==> config.mk <==
export PLATFORM = sky130hd
export DESIGN_NAME = vrc_host
export DESIGN_NICKNAME = d
export VERILOG_FILES = /design/src/include/vrc_pkg.sv /design/src/logic/vrc_host.sv /design/src/logic/vrc_sync3.sv
export SDC_FILE = /design/constraint.sdc
export NUM_CORES = 1
export LEC_CHECK = 0
export ABC_CLOCK_PERIOD_IN_PS = 2700
export BUFFER_PORTS_ARGS = -buffer_cell sky130_fd_sc_hd__buf_2
export CAP_MARGIN = 10
export CORE_MARGIN = 3
export CORE_UTILIZATION = 45
export CTS_CLUSTER_SIZE = 12
export DETAILED_ROUTE_END_ITERATION = 6
export PLACE_DENSITY = 0.67
export SLEW_MARGIN = 20
export SYNTH_ARGS = -nofsm -noshare
export SYNTH_HDL_FRONTEND = slang
export SYNTH_HIERARCHICAL = 1
export SYNTH_SLANG_ARGS = --single-unit
==> constraint.sdc <==
create_clock -name mclk -period 2.7 [get_ports mclk]
set_input_delay 0.405 -clock mclk [delete_from_list [all_inputs] [get_ports mclk]]
set_output_delay 0.405 -clock mclk [all_outputs]
set_load 0.005 [all_outputs]
==> src/include/vrc_pkg.sv <==
package vrc_pkg;

   // ==========================================================
   // widths
   localparam int ADDR_W = 9;
   localparam int DATA_W = 16;

   // ==========================================================
   // host operations
   localparam logic [3:0] OP_READ          = 4'h0;
   localparam logic [3:0] OP_EARLY_WRITE   = 4'h1;
   localparam logic [3:0] OP_LATE_WRITE    = 4'h2;
   localparam logic [3:0] OP_RMW           = 4'h3;
   localparam logic [3:0] OP_LOAD_MASK     = 4'h4;
   localparam logic [3:0] OP_LOAD_COLOR    = 4'h5;
   localparam logic [3:0] OP_BLOCK_WRITE   = 4'h6;
   localparam logic [3:0] OP_FLASH_WRITE   = 4'h7;
   localparam logic [3:0] OP_REFRESH_RESET = 4'h8;

   // ==========================================================
   // bit mask selection at row strobe fall
   localparam logic [1:0] MASK_NONE   = 2'h0;
   localparam logic [1:0] MASK_NEW    = 2'h1;
   localparam logic [1:0] MASK_STORED = 2'h2;

   // ==========================================================
   // cycle decode on the special function pin
   localparam logic SF_ROW_LOAD   = 1'b1;
   localparam logic SF_ROW_NORMAL = 1'b0;
   localparam logic SF_COL_BLOCK  = 1'b1;
   localparam logic SF_COL_COLOR  = 1'b1;
   localparam logic SF_COL_NORMAL = 1'b0;
   localparam logic [8:0] BLOCK_ALIGN_MASK = 9'h1f8;

   // ==========================================================
   // reset values of pins
   localparam logic [15:0] DQ_RESET   = 16'h0000;
   localparam logic [8:0]  ADDR_RESET = 9'h000;

   // ==========================================================
   // timing at 25 MHz
   localparam int CLK_MHZ         = 25;
   localparam int T_SETUP_NS      = 40;
   localparam int T_ACCESS_NS     = 80;
   localparam int T_PRECHARGE_NS  = 60;
   localparam int SYNC_CYC        = 3;
   localparam int SETUP_CYC       = (T_SETUP_NS * CLK_MHZ + 999) / 1000;
   localparam int ACCESS_CYC      = (T_ACCESS_NS * CLK_MHZ + 999) / 1000;
   localparam int PRECHARGE_CYC   = (T_PRECHARGE_NS * CLK_MHZ + 999) / 1000;
   localparam logic [3:0] CNT_SETUP = 4'(SETUP_CYC);
   localparam logic [3:0] CNT_READ  = 4'(ACCESS_CYC + SYNC_CYC);
   localparam logic [3:0] CNT_PRE   = 4'(PRECHARGE_CYC);

   // ==========================================================
   // sequencer states
   typedef enum logic [7:0] {
      ST_IDLE    = 8'b0000_0001,
      ST_ROWSET  = 8'b0000_0010,
      ST_ROWHOLD = 8'b0000_0100,
      ST_COLSET  = 8'b0000_1000,
      ST_COL     = 8'b0001_0000,
      ST_LATE    = 8'b0010_0000,
      ST_END     = 8'b0100_0000,
      ST_PRE     = 8'b1000_0000
   } vrc_state_t;

endpackage : vrc_pkg

==> src/logic/vrc_host.sv <==
// Operation
// - read: row, column, output enable; write high
// - early write: write low before column
// - late write: write falls after column
// - write low at row latches one-cycle mask, or uses the stored mask while one is loaded
// - read-modify-write: read, disable output, write
// - unmasked block write: both writes high at row fall
module vrc_host
   import vrc_pkg::*;
(
   input  wire logic               mclk,
   input  wire logic               reset_n,
   // user command port
   input  wire logic               cmdValid,
   output logic                    cmdReady,
   input  wire logic [3:0]         cmdOp,
   input  wire logic [ADDR_W-1:0]  cmdRow,
   input  wire logic [ADDR_W-1:0]  cmdCol,
   input  wire logic [DATA_W-1:0]  cmdData,
   input  wire logic [DATA_W-1:0]  cmdBitMask,
   input  wire logic [1:0]         cmdMaskSel,
   input  wire logic [1:0]         cmdByteEn,
   output logic [DATA_W-1:0]       rdData,
   output logic                    rdValid,
   output logic                    cmdDone,
   // device pins
   output logic                    row_strobe_n,
   output logic                    colStrobeN,
   output logic                    lower_byte_write_n,
   output logic                    upper_byte_write_n,
   output logic                    output_enable_n,
   output logic                    special_function_select,
   output logic [ADDR_W-1:0]       memAddr,
   output logic [DATA_W-1:0]       dqOut,
   output logic                    dqOe,
   input  wire logic [DATA_W-1:0]  dqIn
);

   // ==========================================================
   // state
   vrc_state_t        state_r;
   vrc_state_t        state_nxt;
   logic [3:0]        cnt_r;
   logic [3:0]        cnt_nxt;
   logic [3:0]        op_r;
   logic [ADDR_W-1:0] col_r;
   logic [DATA_W-1:0] data_r;
   logic [1:0]        byteEn_r;
   logic              reN_nxt;
   logic              ceN_nxt;
   logic              lwN_nxt;
   logic              uwN_nxt;
   logic              oeN_nxt;
   logic              sf_nxt;
   logic [ADDR_W-1:0] addr_nxt;
   logic [DATA_W-1:0] dq_nxt;
   logic              dqOe_nxt;
   logic              rdValid_nxt;
   logic              done_nxt;
   logic [DATA_W-1:0] dqSync;

   vrc_sync3 #(.W(DATA_W)) u_dq_sync (
      .mclk    (mclk),
      .reset_n (reset_n),
      .din     (dqIn),
      .dout    (dqSync)
   );

   // ==========================================================
   // command decode
   wire accept      = (state_r == ST_IDLE) && cmdValid;
   wire timerDone   = (cnt_r == 4'h0);
   wire isRead      = (op_r == OP_READ) || (op_r == OP_RMW);
   wire isLate      = (op_r == OP_LATE_WRITE) || (op_r == OP_RMW);
   wire isBlock     = (op_r == OP_BLOCK_WRITE);
   wire isFlash     = (op_r == OP_FLASH_WRITE);
   wire isRefresh   = (op_r == OP_REFRESH_RESET);
   wire noColumn    = isFlash || isRefresh;
   wire cmdMasked   = (cmdMaskSel != MASK_NONE);
   wire cmdMaskable = (cmdOp == OP_EARLY_WRITE) || (cmdOp == OP_LATE_WRITE) || (cmdOp == OP_RMW)
                      || (cmdOp == OP_BLOCK_WRITE) || (cmdOp == OP_FLASH_WRITE);
   // write low at row fall only for masked writes; unmasked block keeps both high
   wire wLowAtRow   = cmdMaskable && cmdMasked;
   wire driveMask   = wLowAtRow && (cmdMaskSel == MASK_NEW);
   wire cmdRowSf    = ((cmdOp == OP_LOAD_MASK) || (cmdOp == OP_LOAD_COLOR) || (cmdOp == OP_FLASH_WRITE))
                      ? SF_ROW_LOAD : SF_ROW_NORMAL;
   wire colSf       = isBlock ? SF_COL_BLOCK :
                      (op_r == OP_LOAD_COLOR) ? SF_COL_COLOR : SF_COL_NORMAL;
   // block write: pins carry column byte mask, address aligned to eight columns
   wire [ADDR_W-1:0] colAddr = isBlock ? (col_r & BLOCK_ALIGN_MASK) : col_r;
   wire earlyW      = !isRead && !isLate;
   wire lowW        = byteEn_r[0];
   wire upW         = byteEn_r[1];

   // ==========================================================
   // sequencer
   always_comb
   begin
      state_nxt   = state_r;
      cnt_nxt     = timerDone ? cnt_r : cnt_r - 4'h1;
      reN_nxt     = row_strobe_n;
      ceN_nxt     = colStrobeN;
      lwN_nxt     = lower_byte_write_n;
      uwN_nxt     = upper_byte_write_n;
      oeN_nxt     = output_enable_n;
      sf_nxt      = special_function_select;
      addr_nxt    = memAddr;
      dq_nxt      = dqOut;
      dqOe_nxt    = dqOe;
      rdValid_nxt = 1'b0;
      done_nxt    = 1'b0;
      unique case (state_r)
         ST_IDLE:
         begin
            if (accept)
            begin
               state_nxt = ST_ROWSET;
               cnt_nxt   = CNT_SETUP;
               addr_nxt  = cmdRow;
               sf_nxt    = cmdRowSf;
               // flash masks both bytes together
               lwN_nxt   = !wLowAtRow;
               uwN_nxt   = !wLowAtRow;
               dq_nxt    = driveMask ? cmdBitMask : DQ_RESET;
               dqOe_nxt  = driveMask;
               // column strobe before row strobe with select low
               ceN_nxt   = (cmdOp != OP_REFRESH_RESET);
               if (cmdOp == OP_REFRESH_RESET)
                  sf_nxt = 1'b0;
            end
         end
         ST_ROWSET:
         begin
            if (timerDone)
            begin
               state_nxt = ST_ROWHOLD;
               cnt_nxt   = CNT_SETUP;
               reN_nxt   = 1'b0;
            end
         end
         ST_ROWHOLD:
         begin
            if (timerDone)
            begin
               lwN_nxt  = 1'b1;
               uwN_nxt  = 1'b1;
               dqOe_nxt = 1'b0;
               sf_nxt   = 1'b0;
               if (noColumn)
               begin
                  state_nxt = ST_END;
                  cnt_nxt   = CNT_READ;
               end
               else
               begin
                  state_nxt = ST_COLSET;
                  cnt_nxt   = CNT_SETUP;
                  addr_nxt  = colAddr;
                  sf_nxt    = colSf;
                  if (earlyW)
                  begin
                     lwN_nxt  = !lowW;
                     uwN_nxt  = !upW;
                     dq_nxt   = data_r;
                     dqOe_nxt = 1'b1;
                  end
               end
            end
         end
         ST_COLSET:
         begin
            if (timerDone)
            begin
               state_nxt = ST_COL;
               cnt_nxt   = isRead ? CNT_READ : CNT_SETUP;
               ceN_nxt   = 1'b0;
               oeN_nxt   = !isRead;
            end
         end
         ST_COL:
         begin
            if (timerDone)
            begin
               if (op_r == OP_READ || op_r == OP_RMW)
               begin
                  rdValid_nxt = 1'b1;
               end
               if (isLate)
               begin
                  state_nxt = ST_LATE;
                  cnt_nxt   = CNT_SETUP;
                  oeN_nxt   = 1'b1;
                  dq_nxt    = data_r;
                  dqOe_nxt  = 1'b1;
               end
               else
               begin
                  state_nxt = ST_END;
                  cnt_nxt   = CNT_SETUP;
               end
            end
         end
         ST_LATE:
         begin
            if (timerDone)
            begin
               state_nxt = ST_END;
               cnt_nxt   = CNT_SETUP;
               lwN_nxt   = !lowW;
               uwN_nxt   = !upW;
            end
         end
         ST_END:
         begin
            if (timerDone)
            begin
               state_nxt = ST_PRE;
               cnt_nxt   = CNT_PRE;
               reN_nxt   = 1'b1;
               ceN_nxt   = 1'b1;
               lwN_nxt   = 1'b1;
               uwN_nxt   = 1'b1;
               oeN_nxt   = 1'b1;
               sf_nxt    = 1'b0;
               dqOe_nxt  = 1'b0;
            end
         end
         ST_PRE:
         begin
            if (timerDone)
            begin
               state_nxt = ST_IDLE;
               done_nxt  = 1'b1;
            end
         end
         default:
         begin
            state_nxt = ST_IDLE;
         end
      endcase
   end

   // ==========================================================
   // registers
   always_ff @(posedge mclk or negedge reset_n)
   begin
      if (!reset_n)
      begin
         state_r                 <= ST_IDLE;
         cnt_r                   <= 4'h0;
         row_strobe_n            <= 1'b1;
         colStrobeN              <= 1'b1;
         lower_byte_write_n      <= 1'b1;
         upper_byte_write_n      <= 1'b1;
         output_enable_n         <= 1'b1;
         special_function_select <= 1'b0;
         memAddr                 <= ADDR_RESET;
         dqOut                   <= DQ_RESET;
         dqOe                    <= 1'b0;
         rdValid                 <= 1'b0;
         cmdDone                 <= 1'b0;
         cmdReady                <= 1'b1;
      end
      else
      begin
         state_r                 <= state_nxt;
         cnt_r                   <= cnt_nxt;
         row_strobe_n            <= reN_nxt;
         colStrobeN              <= ceN_nxt;
         lower_byte_write_n      <= lwN_nxt;
         upper_byte_write_n      <= uwN_nxt;
         output_enable_n         <= oeN_nxt;
         special_function_select <= sf_nxt;
         memAddr                 <= addr_nxt;
         dqOut                   <= dq_nxt;
         dqOe                    <= dqOe_nxt;
         rdValid                 <= rdValid_nxt;
         cmdDone                 <= done_nxt;
         cmdReady                <= (state_nxt == ST_IDLE);
      end
   end

   // ==========================================================
   // command capture and read data
   always_ff @(posedge mclk or negedge reset_n)
   begin
      if (!reset_n)
      begin
         op_r      <= OP_READ;
         col_r     <= ADDR_RESET;
         data_r    <= DQ_RESET;
         byteEn_r  <= 2'h0;
         rdData    <= DQ_RESET;
      end
      else
      begin
         if (accept)
         begin
            op_r      <= cmdOp;
            col_r     <= cmdCol;
            data_r    <= cmdData;
            byteEn_r  <= cmdByteEn;
         end
         if (rdValid_nxt)
            rdData <= dqSync;
      end
   end

endmodule : vrc_host

==> src/logic/vrc_sync3.sv <==
module vrc_sync3 #(
   parameter int W = 16
) (
   input  wire logic         mclk,
   input  wire logic         reset_n,
   input  wire logic [W-1:0] din,
   output logic      [W-1:0] dout
);

   // ==========================================================
   // three stages; a value counts once stages two and three agree
   logic [W-1:0] s1_r;
   logic [W-1:0] s2_r;
   logic [W-1:0] s3_r;
   wire          stable = (s2_r == s3_r);

   always_ff @(posedge mclk or negedge reset_n)
   begin
      if (!reset_n)
      begin
         s1_r <= '0;
         s2_r <= '0;
         s3_r <= '0;
         dout <= '0;
      end
      else
      begin
         s1_r <= din;
         s2_r <= s1_r;
         s3_r <= s2_r;
         if (stable)
            dout <= s3_r;
      end
   end

endmodule : vrc_sync3
Yosys cells after proc, flatten, opt, wreduce, memory -nomap -nowiden
Cells that the tools add are included.
Widths: inputs -> output; s select.

storage, ports and cells
  flip-flop bits (word level) = 158
  latch bits = 0
  memory bits (writable) = 0
  memory bits (read-only) = 0
  input port bits = 77
  word-level logic and storage cells = 169
  memories kept = 0

cells by class
  add/subtract/negate cells = 1
  $mul = 0
  div/mod/pow operators = 0
  $lt $le $gt $ge = 0
  equality and inequality tests = 36
  shift-type cells = 0
  mux-type cells = 71
  bitwise operators = 0
  reduce and logical (&&, ||, !) cells = 38

operators with widths
  kind                count
  $mux 16             7
  $mux 8              8
  $pmux 8 s8          1
  $pmux 16 s3         1
  $mux 1              31
  $eq 4x3->1 const B  7
  $mux 9              3
  $mux 4              6
  $ne 2x2->1 const B  10
  $pmux 4 s5          1
  $pmux 9 s2          1
  $eq 16x16->1        1
  $eq 4x2->1 const B  4
  $eq 8x1->1 const B  2
  $mux 7              2
  $pmux 1 s4          3
  $reduce_and 4->1    3
  $reduce_bool 3->1   4
  $reduce_and 5->1    2
  $logic_or 1x1->1    9
  $mux 3              3
  $pmux 1 s3          3
  $eq 4x4->1 const B  2
  $eq 8x2->1 const B  1
  other kinds (20)    31

Logic depth before layout (Yosys ltp)
  depth in word-level cells = 10
  mapped depth = 9
  mapped depth without buffers = 8

By module
The synthesis kept the hierarchy.

by module, submodules not included
  module     times used  cells each  area each (um2)
  vrc_host   1           473         4,648.2
  vrc_sync3  1           102         2,014.4

Least setup slack after synthesis
Ideal clock, no wire load.

  path kind = reg2reg
  start point = reg state_r[0]
  end point = reg memAddr[0]
  setup time = 125 ps
  arrival = 2,269 ps
  path slack = 306 ps
  stages on the path, launching flop included = 9
  period minus slack after synthesis = 2,394 ps
  path through = dfstp_2 -> buf_6 -> or4_4 -> nor3_4 -> and2_4 -> buf_8 -> nor2_4 -> a221oi_4 -> mux2_2

on the way
  longest elaborated chain between the ends = 4
  elaborated cells between the ends (all ways) = 9

ends and longest elaborated chain
  item                               line                             text
  start, declared                    vrc_host.sv:41                   vrc_state_t state_r;
  start signal, assigned             vrc_host.sv:266                  state_r <= state_nxt;
  $eq 8x1->1                         vrc_host.sv:71, vrc_host.sv:112
  $logic_and 1x1->1                  vrc_host.sv:71                   wire accept = (state_r == ST_IDLE) && cmdValid;
  $ne 2x2->1 (no source line)        n/a
  $reduce_and 4->1 (no source line)  n/a
  end signal, assigned               vrc_host.sv:274                  memAddr <= addr_nxt;
  end, declared                      vrc_host.sv:33                   output logic [ADDR_W-1:0] memAddr,

Several ways; a longest one is shown, not always the timed one.
A chain may end at the register's enable or synchronous reset.

Worst setup path after layout
  start point = reg state_r[4]
  end point = reg memAddr[5]

The elaborated chain is that of the path after synthesis.

==> flow_summary.json <==
{
  "status": "complete, no violations",
  "htreeDepth": 4,
  "cp.arrival_ps": 2910,
  "cts_setup_buffers": 0,
  "wl_per_cell_um": 17.0,
  "netlist_instances": 575,
  "fin_hold_ws_ps": 50.6,
  "cts.clk_slew.worst_paths_ps": 70,
  "finalWorstSetupSlack_ps": 109,
  "grt_pass1_wl_um": 25800,
  "skew_ps": 12.0,
  "drc": 0,
  "slew-limit-headroom": 0.467,
  "worstSetupEndpointType": "flop",
  "rows": 43,
  "cts_buffers": 17,
  "via_per_inst": 5.29,
  "grt_pass1_vias": 5009,
  "worst-setup-path-type": "reg2reg",
  "ctsRootBufferMaster": "clkbuf_16",
  "syn_avg_cell_area_sq_um": 11.6,
  "portBuffers": 127,
  "antenna_found_initial": 0,
  "yosysWarnings": 6,
  "wl_um": 15600,
  "die_y_um": 128,
  "post-route-util": 0.582,
  "worst_slew_pin_slew_ps": 799,
  "hold_viol": 0,
  "synth_fp_nets": 655,
  "ys_ff_latch": 158,
  "clockBufferDepth": 2,
  "ant_nets": 0,
  "firstDrtPassIters": 5,
  "drive_gt1_frac": 0.368,
  "ys_types": 61,
  "required_ps": 3010,
  "mostFrequentLayoutCells": "151 x dfrtp_1, 129 x nand2_1, 126 x buf_2",
  "placement.setup.worst_slack_ps": 15.8,
  "vias": 4848,
  "vdd_drop_max_v": 0.000655,
  "fp.dieW_um": 128,
  "cp-start-kind": "flop",
  "cp_max_fo": 12,
  "n_antenna_cell": 0,
  "synthToLayoutAreaGrowth_pct": 24.2,
  "gp_congestion": 0.912,
  "hold_class": "in2async",
  "min_period_over_period": 0.959,
  "clk_latency_ps": 430,
  "cts_sinks": 158,
  "fmax_mhz": 386,
  "tns_ps": 0,
  "nets": 803,
  "min_period_ps": 2590,
  "fill_cells": 1237,
  "ys_seq_area_frac": 0.595,
  "grtUsageTotal": 0.203,
  "synth-edff-count": 0,
  "synth_area_sq_um": 6660,
  "drt_iter0_drc": 380,
  "start_util": 0.469,
  "p_total_w": 0.00779,
  "cts_tree": "yes",
  "grt_max_degree": 87,
  "postSynth.asyncResetShare": 1.00,
  "crit_chain": "or2_2 > a2111oi_1 > o21ai_2 > a221oi_4 > buf_4 > mux2_2",
  "cpMaxStageDelayCell": "dfrtp_1",
  "dieArea_sq_um": 16300,
  "powerDensity_nw_per_um2": 942,
  "gr-total-overflow": 0,
  "ios": 128,
  "drv_slew": 0,
  "mostFrequentLayoutCell": "dfrtp_1",
  "max_cap_viol_count": 0,
  "finalSetupViolCount": 0,
  "leakagePower_nw": 4.21,
  "synth_ff_type": "dfrtp_1",
  "crit_path_max_incr_delay_ps": 520,
  "core_sq_um": 14200,
  "hpwl_um": 10900
}
[per-stage QoR]
stage               cell area (sq um)  std cells
CTS                              8270        916
finish                           8270        916
global route                     8270        916
floorplan                        6660        575
detailed placement               7640        884
global placement                 7640        884
[critical path: cells and delay by family, from the launching register on]
kind            cells  cell delay, ps
simple gates        1             440
compound gates      3             930
buf+inv             1             230
mux                 1             360
flops               1             520
[power breakdown]
group / internal, W / leakage, nW / total, W / switching [W]
sequential: 0.00288 / 1.99 / 0.00318 / 0.000303
combinational: 0.000951 / 1.93 / 0.00214 / 0.00119
clock: 0.00141 / 0.291 / 0.00247 / 0.00106
[synth_stat cells, types with 3 or more instances]
master | count | share of area
a22o_1 | 16 | 0.021
nor3_1 | 8 | 0.0060
nand3_1 | 9 | 0.0068
clkbuf_1 | 19 | 0.011
and2_1 | 3 | 0.0028
nor4_1 | 7 | 0.0066
xor2_1 | 19 | 0.025
ha_1 | 3 | 0.0056
o21ai_0 | 24 | 0.018
a21oi_1 | 11 | 0.0083
xnor2_1 | 4 | 0.0053
mux2_2 | 51 | 0.086
buf_2 | 6 | 0.0045
dfstp_2 | 7 | 0.028
o211ai_1 | 6 | 0.0068
or3_1 | 5 | 0.0047
mux2_4 | 10 | 0.023
nand2b_1 | 3 | 0.0028
nand2_1 | 129 | 0.073
or4_1 | 3 | 0.0034
a211oi_1 | 3 | 0.0034
inv_1 | 10 | 0.0056
dfrtp_1 | 151 | 0.57
nor2_1 | 23 | 0.013
[cell families (layout without fill, tap and decap cells)]
group,Yosys count,in the layout,synth area share
and+or+nand+nor,210,210,0.148
DFF,158,158,0.595
AOI/OAI and AO/OA,80,80,0.0845
muxes,62,62,0.110
buffers and inverters,39,200,0.0270
xor gates and xnor gates,23,23,0.0302
adders and majority gates,3,3,0.00563
[state kept, by name, summed over array words and instances (netlist names), 2 cells and up]
| signal | flops |
|---|---|
| op_r | 4 |
| col_r | 9 |
| cnt_r | 4 |
| u_dq_sync/s1_r | 16 |
| u_dq_sync/dout | 16 |
| rdData | 16 |
| dqOut | 16 |
| data_r | 16 |
| state_r | 8 |
| byteEn_r | 2 |
| memAddr | 9 |
| u_dq_sync/s3_r | 16 |
| u_dq_sync/s2_r | 16 |
[layout make-up]
class                           count  area, sq um  area share
Clock inverter                     15          191      0.0231
Inverter                           11         41.3     0.00499
Multi-Input combinational cell    378         2530       0.306
Clock buffer                       17          425      0.0514
Sequential cell                   158         3960       0.479
Tap cell                          180          225      0.0272
Timing Repair Buffer              157          892       0.108
[routing by layer]
layer | global-route usage | wire length (um) | share of wire | vias to the layer above
met5 | 0 | 0 | 0 | -
met3 | 0.0517 | 867 | 0.056 | 34
li1 | - | - | - | 2279
met2 | 0.322 | 7480 | 0.48 | 157
met1 | 0.267 | 6780 | 0.44 | 2378
met4 | 0.0855 | 423 | 0.027 | 0
[repair_timing]
| item | in CTS | in global routing |
|---|---|---|
| hold buffers | 0 | 0 |
| gates resized for setup | 1 | 3 |
| endpoints found under the setup margin | 1 | 9 |
[final timing paths]
| path | endpoint | slack (ps) | cells after the start | from |
|---|---|---|---|---|
| max | memAddr[5] | 110 | 6 | state_r[4] |
| min | col_r[7] | 50 | 1 | reset_n |
| max reg2reg | memAddr[5] | 110 | 6 | state_r[4] |
| min reg2reg | u_dq_sync/s2_r[14] | 350 | 0 | u_dq_sync/s1_r[14] |
| max in group asynchronous | u_dq_sync/s2_r[0] | 1980 | 2 | reset_n |
| min in group mclk | u_dq_sync/s1_r[8] | 80 | 1 | dqIn[8] |
No activity file was read; power rests on OpenSTA's default activity.
